==> src/shared/hdsp_pkg.sv <==
package hdsp_pkg;
	// register byte offsets on the APB bus
	localparam logic [7:0] ADDR_OFS = 8'h00;
	localparam logic [7:0] CFG_OFS = 8'h04;
	localparam logic [7:0] DLY_OFS = 8'h08;
	localparam logic [7:0] STAT_OFS = 8'h0C;
	// field positions
	localparam int UNIT_LSB = 0;
	localparam int GROUP_LSB = 8;
	localparam int MODE_LSB = 0;
	localparam int BAUD_LSB = 4;
	localparam int ST_LSB = 0;
	localparam int DRV_LSB = 2;
	localparam int GRPADR_LSB = 3;
	localparam int EUNIT_LSB = 8;
	localparam int EGROUP_LSB = 16;
	localparam int EBAUD_LSB = 24;
	// reset values and limits
	localparam logic [4:0] GROUP_RST = 5'h01;
	localparam logic [2:0] UNIT_RST = 3'h1;
	localparam logic [1:0] BAUD_RST = 2'h1;
	localparam logic [7:0] DLY_RST = 8'h14;
	localparam logic [4:0] GROUP_MAX = 5'h18;
	localparam logic [7:0] DLY_MAX = 8'hFA;
	// fixed fieldbus node address (1.1 = 11) and rate code (19.2k)
	localparam logic [4:0] FBUS_GROUP = 5'h01;
	localparam logic [2:0] FBUS_UNIT = 3'h1;
	localparam logic [1:0] FBUS_BAUD = 2'h3;
	// timing in its own units
	localparam int unsigned HOLD_US = 1500;
	localparam int unsigned US_PER_MS = 1000;
	localparam int unsigned BAUD0_HZ = 2400;
	localparam int unsigned BAUD1_HZ = 4800;
	localparam int unsigned BAUD2_HZ = 9600;
	localparam int unsigned BAUD3_HZ = 19200;
	// protocol mode codes
	typedef enum logic [1:0] {
		HDSP_ANSI = 2'h0,
		HDSP_RTU = 2'h1,
		HDSP_FBUS = 2'h2
	} hdsp_mode_t;
	// line turnaround states
	typedef enum logic [1:0] {ST_IDLE, ST_WAIT, ST_TX, ST_HOLD} hdsp_st_t;
	// effective link settings handed to the serial engine
	typedef struct packed {
		logic [4:0] group;
		logic [2:0] unit;
		logic [1:0] baud;
		hdsp_mode_t mode;
	} hdsp_eff_t;
endpackage

==> src/rtl/hdsp_core.sv <==
`timescale 1ns/1ps
module hdsp_core #(
	parameter int unsigned CLK_HZ = 125000000
) (
	input wire logic mclk,
	input wire logic rst_n,
	input wire logic psel,
	input wire logic penable,
	input wire logic pwrite,
	input wire logic [7:0] paddr,
	input wire logic [31:0] pwdata,
	output logic [31:0] prdata,
	output logic pready,
	output logic pslverr,
	input wire logic rxMsgEnd,
	input wire logic txLastChar,
	output logic txDriveEn,
	output logic baudTick,
	output hdsp_pkg::hdsp_eff_t effCfg,
	output logic groupAddr
);
	// derived cycle counts
	localparam int unsigned MS_CYC_I = CLK_HZ / 1000;
	localparam int unsigned HOLD_CYC_I =
		MS_CYC_I * hdsp_pkg::HOLD_US / hdsp_pkg::US_PER_MS;
	localparam logic [23:0] MS_CYC = 24'((MS_CYC_I < 1) ? 1 : MS_CYC_I);
	localparam logic [23:0] HOLD_CYC =
		24'((HOLD_CYC_I < 1) ? 1 : HOLD_CYC_I);
	localparam logic [23:0] DIV0 = 24'(CLK_HZ / hdsp_pkg::BAUD0_HZ);
	localparam logic [23:0] DIV1 = 24'(CLK_HZ / hdsp_pkg::BAUD1_HZ);
	localparam logic [23:0] DIV2 = 24'(CLK_HZ / hdsp_pkg::BAUD2_HZ);
	localparam logic [23:0] DIV3 = 24'(CLK_HZ / hdsp_pkg::BAUD3_HZ);

	// whole state of the block
	typedef struct packed {
		hdsp_pkg::hdsp_st_t st;
		logic [4:0] group;
		logic [2:0] unit;
		hdsp_pkg::hdsp_mode_t mode;
		logic [1:0] baud;
		logic [7:0] dly;
		logic [23:0] msCnt;
		logic [7:0] waitMs;
		logic [23:0] holdCnt;
		logic [23:0] baudCnt;
		logic tick;
		logic drv;
		logic rdy;
		logic err;
		logic [31:0] rdata;
	} hdsp_state_t;

	hdsp_state_t s_q; // registered state
	hdsp_state_t s_d; // next state
	hdsp_pkg::hdsp_eff_t eff; // effective settings
	logic [23:0] curDiv; // active baud divider
	logic access; // access phase, second cycle
	logic fbus; // fieldbus mode active

	// effective address and rate, fieldbus overrides config
	always_comb begin
		fbus = (s_q.mode == hdsp_pkg::HDSP_FBUS);
		eff.mode = s_q.mode;
		eff.group = fbus ? hdsp_pkg::FBUS_GROUP : s_q.group;
		eff.unit = fbus ? hdsp_pkg::FBUS_UNIT : s_q.unit;
		eff.baud = fbus ? hdsp_pkg::FBUS_BAUD : s_q.baud;
		// baud code to clock divider
		case (eff.baud)
			2'h0: curDiv = DIV0;
			2'h1: curDiv = DIV1;
			2'h2: curDiv = DIV2;
			default: curDiv = DIV3;
		endcase
	end

	assign access = psel && penable && s_q.rdy;

	// next-state logic: bus slave, baud divider, turnaround
	always_comb begin
		s_d = s_q;
		s_d.tick = 1'b0;
		// one wait state, then answer with registered data
		s_d.rdy = psel && penable && !s_q.rdy;
		if (psel && penable && !s_q.rdy) begin
			s_d.err = 1'b0;
			s_d.rdata = '0;
			case (paddr)
				hdsp_pkg::ADDR_OFS: begin
					s_d.rdata[hdsp_pkg::GROUP_LSB +: 5] = s_q.group;
					s_d.rdata[hdsp_pkg::UNIT_LSB +: 3] = s_q.unit;
				end
				hdsp_pkg::CFG_OFS: begin
					s_d.rdata[hdsp_pkg::MODE_LSB +: 2] = s_q.mode;
					s_d.rdata[hdsp_pkg::BAUD_LSB +: 2] = s_q.baud;
				end
				hdsp_pkg::DLY_OFS: s_d.rdata[7:0] = s_q.dly;
				hdsp_pkg::STAT_OFS: begin
					s_d.rdata[hdsp_pkg::ST_LSB +: 2] = s_q.st;
					s_d.rdata[hdsp_pkg::DRV_LSB] = s_q.drv;
					s_d.rdata[hdsp_pkg::GRPADR_LSB] = groupAddr;
					s_d.rdata[hdsp_pkg::EUNIT_LSB +: 3] = eff.unit;
					s_d.rdata[hdsp_pkg::EGROUP_LSB +: 5] = eff.group;
					s_d.rdata[hdsp_pkg::EBAUD_LSB +: 2] = eff.baud;
				end
				default: s_d.err = 1'b1; // unmapped address
			endcase
		end
		// writes take effect at the edge that completes the access
		if (access && pwrite) begin
			case (paddr)
				hdsp_pkg::ADDR_OFS: begin
					// out-of-range group is refused whole
					if (pwdata[hdsp_pkg::GROUP_LSB +: 5] <= hdsp_pkg::GROUP_MAX)
					begin
						s_d.group = pwdata[hdsp_pkg::GROUP_LSB +: 5];
						s_d.unit = pwdata[hdsp_pkg::UNIT_LSB +: 3];
					end
				end
				hdsp_pkg::CFG_OFS: begin
					// reserved mode code 3 keeps the old mode
					if (pwdata[hdsp_pkg::MODE_LSB +: 2] != 2'h3)
						s_d.mode = hdsp_pkg::hdsp_mode_t'(
							pwdata[hdsp_pkg::MODE_LSB +: 2]);
					s_d.baud = pwdata[hdsp_pkg::BAUD_LSB +: 2];
				end
				hdsp_pkg::DLY_OFS: begin
					if (pwdata[7:0] <= hdsp_pkg::DLY_MAX)
						s_d.dly = pwdata[7:0];
				end
				default: ;
			endcase
		end
		// free-running bit-rate divider
		if (s_q.baudCnt >= curDiv - 24'h000001) begin
			s_d.baudCnt = '0;
			s_d.tick = 1'b1;
		end else begin
			s_d.baudCnt = s_q.baudCnt + 24'h000001;
		end
		// line turnaround sequence
		case (s_q.st)
			hdsp_pkg::ST_IDLE: begin
				// host owns the line; wait for its message to end
				if (rxMsgEnd) begin
					s_d.st = hdsp_pkg::ST_WAIT;
					s_d.msCnt = '0;
					s_d.waitMs = '0;
				end
			end
			hdsp_pkg::ST_WAIT: begin
				// ANSI waits the programmed delay, others go at once
				if (s_q.mode != hdsp_pkg::HDSP_ANSI ||
					s_q.waitMs >= s_q.dly) begin
					s_d.st = hdsp_pkg::ST_TX;
				end else if (s_q.msCnt == MS_CYC - 24'h000001) begin
					s_d.msCnt = '0;
					s_d.waitMs = s_q.waitMs + 8'h01;
				end else begin
					s_d.msCnt = s_q.msCnt + 24'h000001;
				end
			end
			hdsp_pkg::ST_TX: begin
				// drivers on until the engine flags its last character
				if (txLastChar) begin
					s_d.st = hdsp_pkg::ST_HOLD;
					s_d.holdCnt = '0;
				end
			end
			hdsp_pkg::ST_HOLD: begin
				// keep driving a fixed 1.5 ms, then free the line
				if (s_q.holdCnt == HOLD_CYC - 24'h000001)
					s_d.st = hdsp_pkg::ST_IDLE;
				else
					s_d.holdCnt = s_q.holdCnt + 24'h000001;
			end
			default: s_d.st = hdsp_pkg::ST_IDLE;
		endcase
		// drivers only while this end owns the line
		s_d.drv = (s_d.st == hdsp_pkg::ST_TX) ||
			(s_d.st == hdsp_pkg::ST_HOLD);
	end

	// state register
	always_ff @(posedge mclk or negedge rst_n) begin
		if (!rst_n) begin
			s_q <= '0;
			s_q.st <= hdsp_pkg::ST_IDLE;
			s_q.group <= hdsp_pkg::GROUP_RST;
			s_q.unit <= hdsp_pkg::UNIT_RST;
			s_q.mode <= hdsp_pkg::HDSP_ANSI;
			s_q.baud <= hdsp_pkg::BAUD_RST;
			s_q.dly <= hdsp_pkg::DLY_RST;
		end else begin
			s_q <= s_d;
		end
	end

	// outputs
	assign prdata = s_q.rdata;
	assign pready = s_q.rdy;
	assign pslverr = s_q.rdy && s_q.err;
	assign txDriveEn = s_q.drv;
	assign baudTick = s_q.tick;
	assign effCfg = eff;
	// flags a group (broadcast) address on this node
	assign groupAddr = (eff.group == 5'h00) || (eff.unit == 3'h0);
endmodule

==> config.mk <==
export PLATFORM = sky130hd
export DESIGN_NAME = hdsp_core
export DESIGN_NICKNAME = d
export VERILOG_FILES = /design/src/shared/hdsp_pkg.sv /design/src/rtl/hdsp_core.sv
export SDC_FILE = /design/constraint.sdc
export NUM_CORES = 1
export LEC_CHECK = 0
export BUFFER_PORTS_ARGS = -buffer_cell sky130_fd_sc_hd__buf_2
export CAP_MARGIN = 40
export CORE_ASPECT_RATIO = 2
export CORE_UTILIZATION = 40
export DETAILED_ROUTE_END_ITERATION = 7
export SLEW_MARGIN = 25
export SYNTH_ARGS = -nofsm -noshare
export SYNTH_HDL_FRONTEND = slang
export SYNTH_SLANG_ARGS = --single-unit
==> constraint.sdc <==
create_clock -name mclk -period 3.8 [get_ports mclk]
set_input_delay 0.19 -clock mclk [delete_from_list [all_inputs] [get_ports mclk]]
set_output_delay 0.19 -clock mclk [all_outputs]
set_load 0.02 [all_outputs]
# After elaboration in Yosys (flattened, before gate mapping)
# Index checks and enable logic that the tools add are counted.
[totals]
out_inout_bits = 49
wordCells = 97
reg_bits = 126
in_bits = 47
[op_classes]
addsub = 5
n_eq_ne = 19
magnitude_cmp = 4
n_reduce_logical = 25
muxes = 29
[op_table]
columns = ["cell", "n"]
rows = [
  ["24-bit 2-to-1 mux", 4],
  ["24-bit by 1-bit adder with 24-bit output, second input constant", 3],
  ["32-bit 2-to-1 mux", 2],
  ["32-bit case mux with 2 select lines", 1],
  ["16-bit case mux with 3 select lines", 1],
  ["24-bit case mux with 2 select lines", 1],
  ["24-bit by 17-bit equality test with 1-bit output, second input constant", 1],
  ["24-bit by 18-bit equality test with 1-bit output, second input constant", 1],
  ["24-bit greater-or-equal comparator", 1],
  ["24-bit by 1-bit subtractor with 24-bit output, second input constant", 1],
  ["8-bit by 4-bit equality test with 1-bit output, second input constant", 2],
  ["2-bit 2-to-1 mux", 8],
  ["2-bit case mux with 4 select lines", 2],
  ["3-bit AND reduction", 5],
  ["2-bit equality test, second input constant", 6],
  ["2-bit inequality test, second input constant", 6],
  ["5-bit 2-to-1 mux", 2],
  ["8-bit by 1-bit adder with 8-bit output, second input constant", 1],
  ["8-bit by 3-bit equality test with 1-bit output, second input constant", 1],
  ["8-bit greater-or-equal comparator", 1],
  ["8-bit <= comparator, second input constant", 1],
  ["8-bit zero test", 1],
  ["8-bit 2-to-1 mux", 1],
  ["3-bit case mux with 2 select lines", 1],
  ["17 further kinds", 28],
]

# Longest topological paths before layout
[logic_depth]
word_depth = 7
depth_mapped = 12
mapped_depth_nobuf = 12

# Least setup slack after synthesis
# OpenSTA, ideal clock, no wires.
[synth_timing]
kind = "register to register"
start = "reg s_q (netlist bit effCfg[1])"
end = "reg s_q[43] (netlist name)"
n_path_buf = 1
slack_ns = 0.808
setup_ns = 0.137
synth_period_minus_slack_ns = 2.992
required_time_ns = 3.663
arrival_time_ns = 2.855
stages_incl_launch_ff = 12
cell_sequence = "dfrtp_1 nor2b_1 nor2_1 inv_1 ha_1 inv_1 ha_1 nand4_1 o31a_1 o21ai_1 clkbuf_1 a21oi_1"
[synth_rtl]
columns = ["element", "line", "source"]
rows = [
  ["start: declaration", "hdsp_core.sv:53", "hdsp_state_t s_q;"],
]

==> results.cfg <==
[run_status]
status = finished, final reports clean

[final_layout]
drive_above_1_share_pct = 17.4
syn_to_final_growth_pct = 14.2
fin_cells = 1032
final_area_um2 = 8120
nets = 892
num_antenna_cells = 0

[clock_tree]
cts_tree = built
clkLatencyLatePin_ps = 410
clockBufferDepth = 2
clkSinkCount = 126
root_buffer = clkbuf_16
clk_pin_slew_ps = 50
htree_levels = 4
tritoncts.num_buffers = 17

[drt]
drc = 0
wl_per_cell_um = 15.4
routed-via-count = 5547
vias_per_cell = 5.38
drt_wl_total_mm = 15.9
drtIter0Drc = 191
firstDrtPassIters = 4
antenna_left = 0

[global_route]
gr-total-overflow = 0
grt_max_degree = 52
first_global_vias = 5582
grt_use_met3_pct = 4.11
met2_usage_pct = 34.9
busiest_layer = met2
grt_usage_pct = 19.2
grt_antenna_before_repair = 0
grtUsageMet1_pct = 20.8
grt_pass1_wl_mm = 27.1

[timing]
finalHoldViolCount = 0
rsz0062_at_grt = no
worst_pin_slew_ps = 783
period_share_pct = 80.7
relSlewSlack_pct = 47.3
slew_violations = 0
finalSetupTns_ps = 0
setup_violations = 0
min_period_ps = 3060
fmax_mhz = 326
finClkSkew_ps = 9.39
setup_slack_ps = 735

[hold_path]
worst_hold_path_type = in -> reg

[pwr]
power_density_nw_per_um2 = 445
pwr-share-clk_pct = 42.6
p_sw_share_pct = 27.5
power.internal_mw = 2.62
combPwrFrac_pct = 13.7
seqPwrFrac_pct = 43.7
total_power_mw = 3.61
peakVddDrop_mv = 0.281
power_switching_uw = 995
leakage_nw = 3.80

[place]
post-place-cells = 998
place.gp.congestion = 0.792
dpl_cell_area_um2 = 7550
place_ws_ps = 687
hpwl_mm = 11.9
io_buffer_count = 64

[logic_synthesis]
synth_area_per_cell_um2 = 9.50
synth-edff-count = 0
synthDominantCellAreaShare_pct = 42.6
ys_types = 66
yosysWarnings = 0
yosysSeqAreaShare_pct = 44.5
synth_flop_cell = dfrtp_1
ys_seq_elements = 126
synth_top_area_cell = dfrtp_1
yosys-top-cells-area = dfrtp_1, ha_1, nand2_1
ys_async_sr_fraction_pct = 100
netlist_area_um2 = 7110
netlist_instances = 748

[setup_path]
crit_family = compound AO/OA/AOI/OAI gates
crit_path_max_incr_delay_ps = 570
start_kind = flip-flop
arrival_ps = 3330
path_class = reg -> reg
cp_max_fo = 16
cp_slowest_cell = o21ai_2
crit_chain = nor2b_1 -> nor2_1 -> inv_1 -> ha_1 -> inv_1 -> ha_1 -> nand4_1 -> o31a_1 -> o21ai_2 -> a21oi_1
cp-end-kind = flip-flop
critical_path_buf_inv_count = 2
required_ps = 4060

[job]
maxCapViolCount = 0

[floorplanning]
coreArea_um2 = 17400
rows = 68
die_h_um = 190
initial_utilization_pct = 40.9
io_pins = 96
die_w_um = 96.2
dieArea_um2 = 18300
-- cell usage in the layout, fill, tap and decap left out, drive strengths merged, types with 3 or more instances in the layout --
cell type  synthesis  routed
a21o               8       8
a21oi             49      49
a22o               6       6
a31oi              5       5
and2               9       9
and3              11      11
buf               38      76
clkbuf            16      25
clkinv             1       7
conb               1      19
dfrtp            121     121
dfstp              5       5
ha                36      36
inv               31      31
mux2              18      18
mux2i              6       6
nand2             73      73
nand2b             8       8
nand3             41      41
nand4             16      16
nor2              57      57
nor2b              5       5
nor3              15      15
nor4              13      13
nor4b              4       4
o21a               3       3
o21ai             46      46
o31ai             20      20
or2                5       5
or3               11      11
or4                8       8
xnor2             21      21
xor2              10      10
-- sequential cells by signal (all words and copies together) (netlist names) --
name and flops:
txDriveEn 1, prdata 20, baudTick 1, s_q 101
pready 1, effCfg 2
-- logic make-up after synthesis --
logic type	Yosys count	synth area share (%)
AOI/OAI and AO/OA	162	14.8
adders and majority gates	36	6.34
xor gates and xnor gates	31	3.82
and+or+nand+nor	282	20.4
other	1	0.0528
muxes	24	3.70
DFF	126	44.5
buffers and inverters	86	6.37
-- cells in the mapped netlist, drive strengths merged, types with 13 or more instances --
| cell type | number |
|---|---|
| nor4 | 13 |
| mux2 | 18 |
| nand2 | 73 |
| o31ai | 20 |
| a21oi | 49 |
| dfrtp | 121 |
| clkbuf | 16 |
| ha | 36 |
| o21ai | 46 |
| nor3 | 15 |
| nand3 | 41 |
| inv | 31 |
| nor2 | 57 |
| xnor2 | 21 |
| buf | 38 |
| nand4 | 16 |
-- worst reg2reg max path: stages (launching register included) --
cell and delay [ps]:
dfrtp_1 440, nor2b_1 200, nor2_1 320, inv_1 110, ha_1 320, inv_1 60, ha_1 290, nand4_1 90
o31a_1 330, o21ai_2 570, a21oi_1 170
-- power by group through the flow --
stage	Sequential, mW	Combinational, mW	Clock (mW)
floorplan	1.55	0.388	0
global placement	1.60	0.483	0
detailed placement	1.60	0.501	0
CTS	1.58	0.504	1.58
global route	1.60	0.566	1.65
finish	1.58	0.494	1.54
-- timing repair --
item / in CTS / in global routing
endpoints found under the hold margin: 62 / 0
buffers inserted: 0 / 0
gates resized for setup: 0 / 0
setup endpoints to repair: 0 / 0
hold buffers: 1 / 0
-- per-stage QoR --
| stage | utilization, % | hold WS (ps) |
|---|---|---|
| floorplan | - | -106 |
| global placement | 43.2 | 344 |
| detailed placement | 43.5 | 77.0 |
| CTS | 46.7 | 13.2 |
| global route | 46.8 | 17.3 |
| finish | 46.8 | 25.1 |
-- final timing paths --
path | to | from | cells after the start | slack (ps)
worst max-delay path | s_q[37] | effCfg[1] | 10 | 740
worst min-delay path | s_q[133] | pwdata[10] | 2 | 30
worst max register to register | s_q[37] | effCfg[1] | 10 | 740
worst min register to register | prdata[6] | prdata[6] | 2 | 460
max in group asynchronous | s_q[120] | rst_n | 4 | 2620
min in group asynchronous | s_q[72] | rst_n | 2 | 190
-- metal layers --
metal  share of wire [%]  vias up
met4                 2.3        0
met3                 3.0       26
met5                   0        -
li1                    -     2752
met1                  39     2668
met2                  56      101
-- cell type report --
type	count	area [um2]
fillers	1704	9240
multi-input cells	554	3570
flip-flops and latches	126	3160
clock buffers	24	462
repair buffers	78	454
well taps	210	263
inverters	32	120
clock inverters	8	90.1
(Power assumes the default switching activity.)
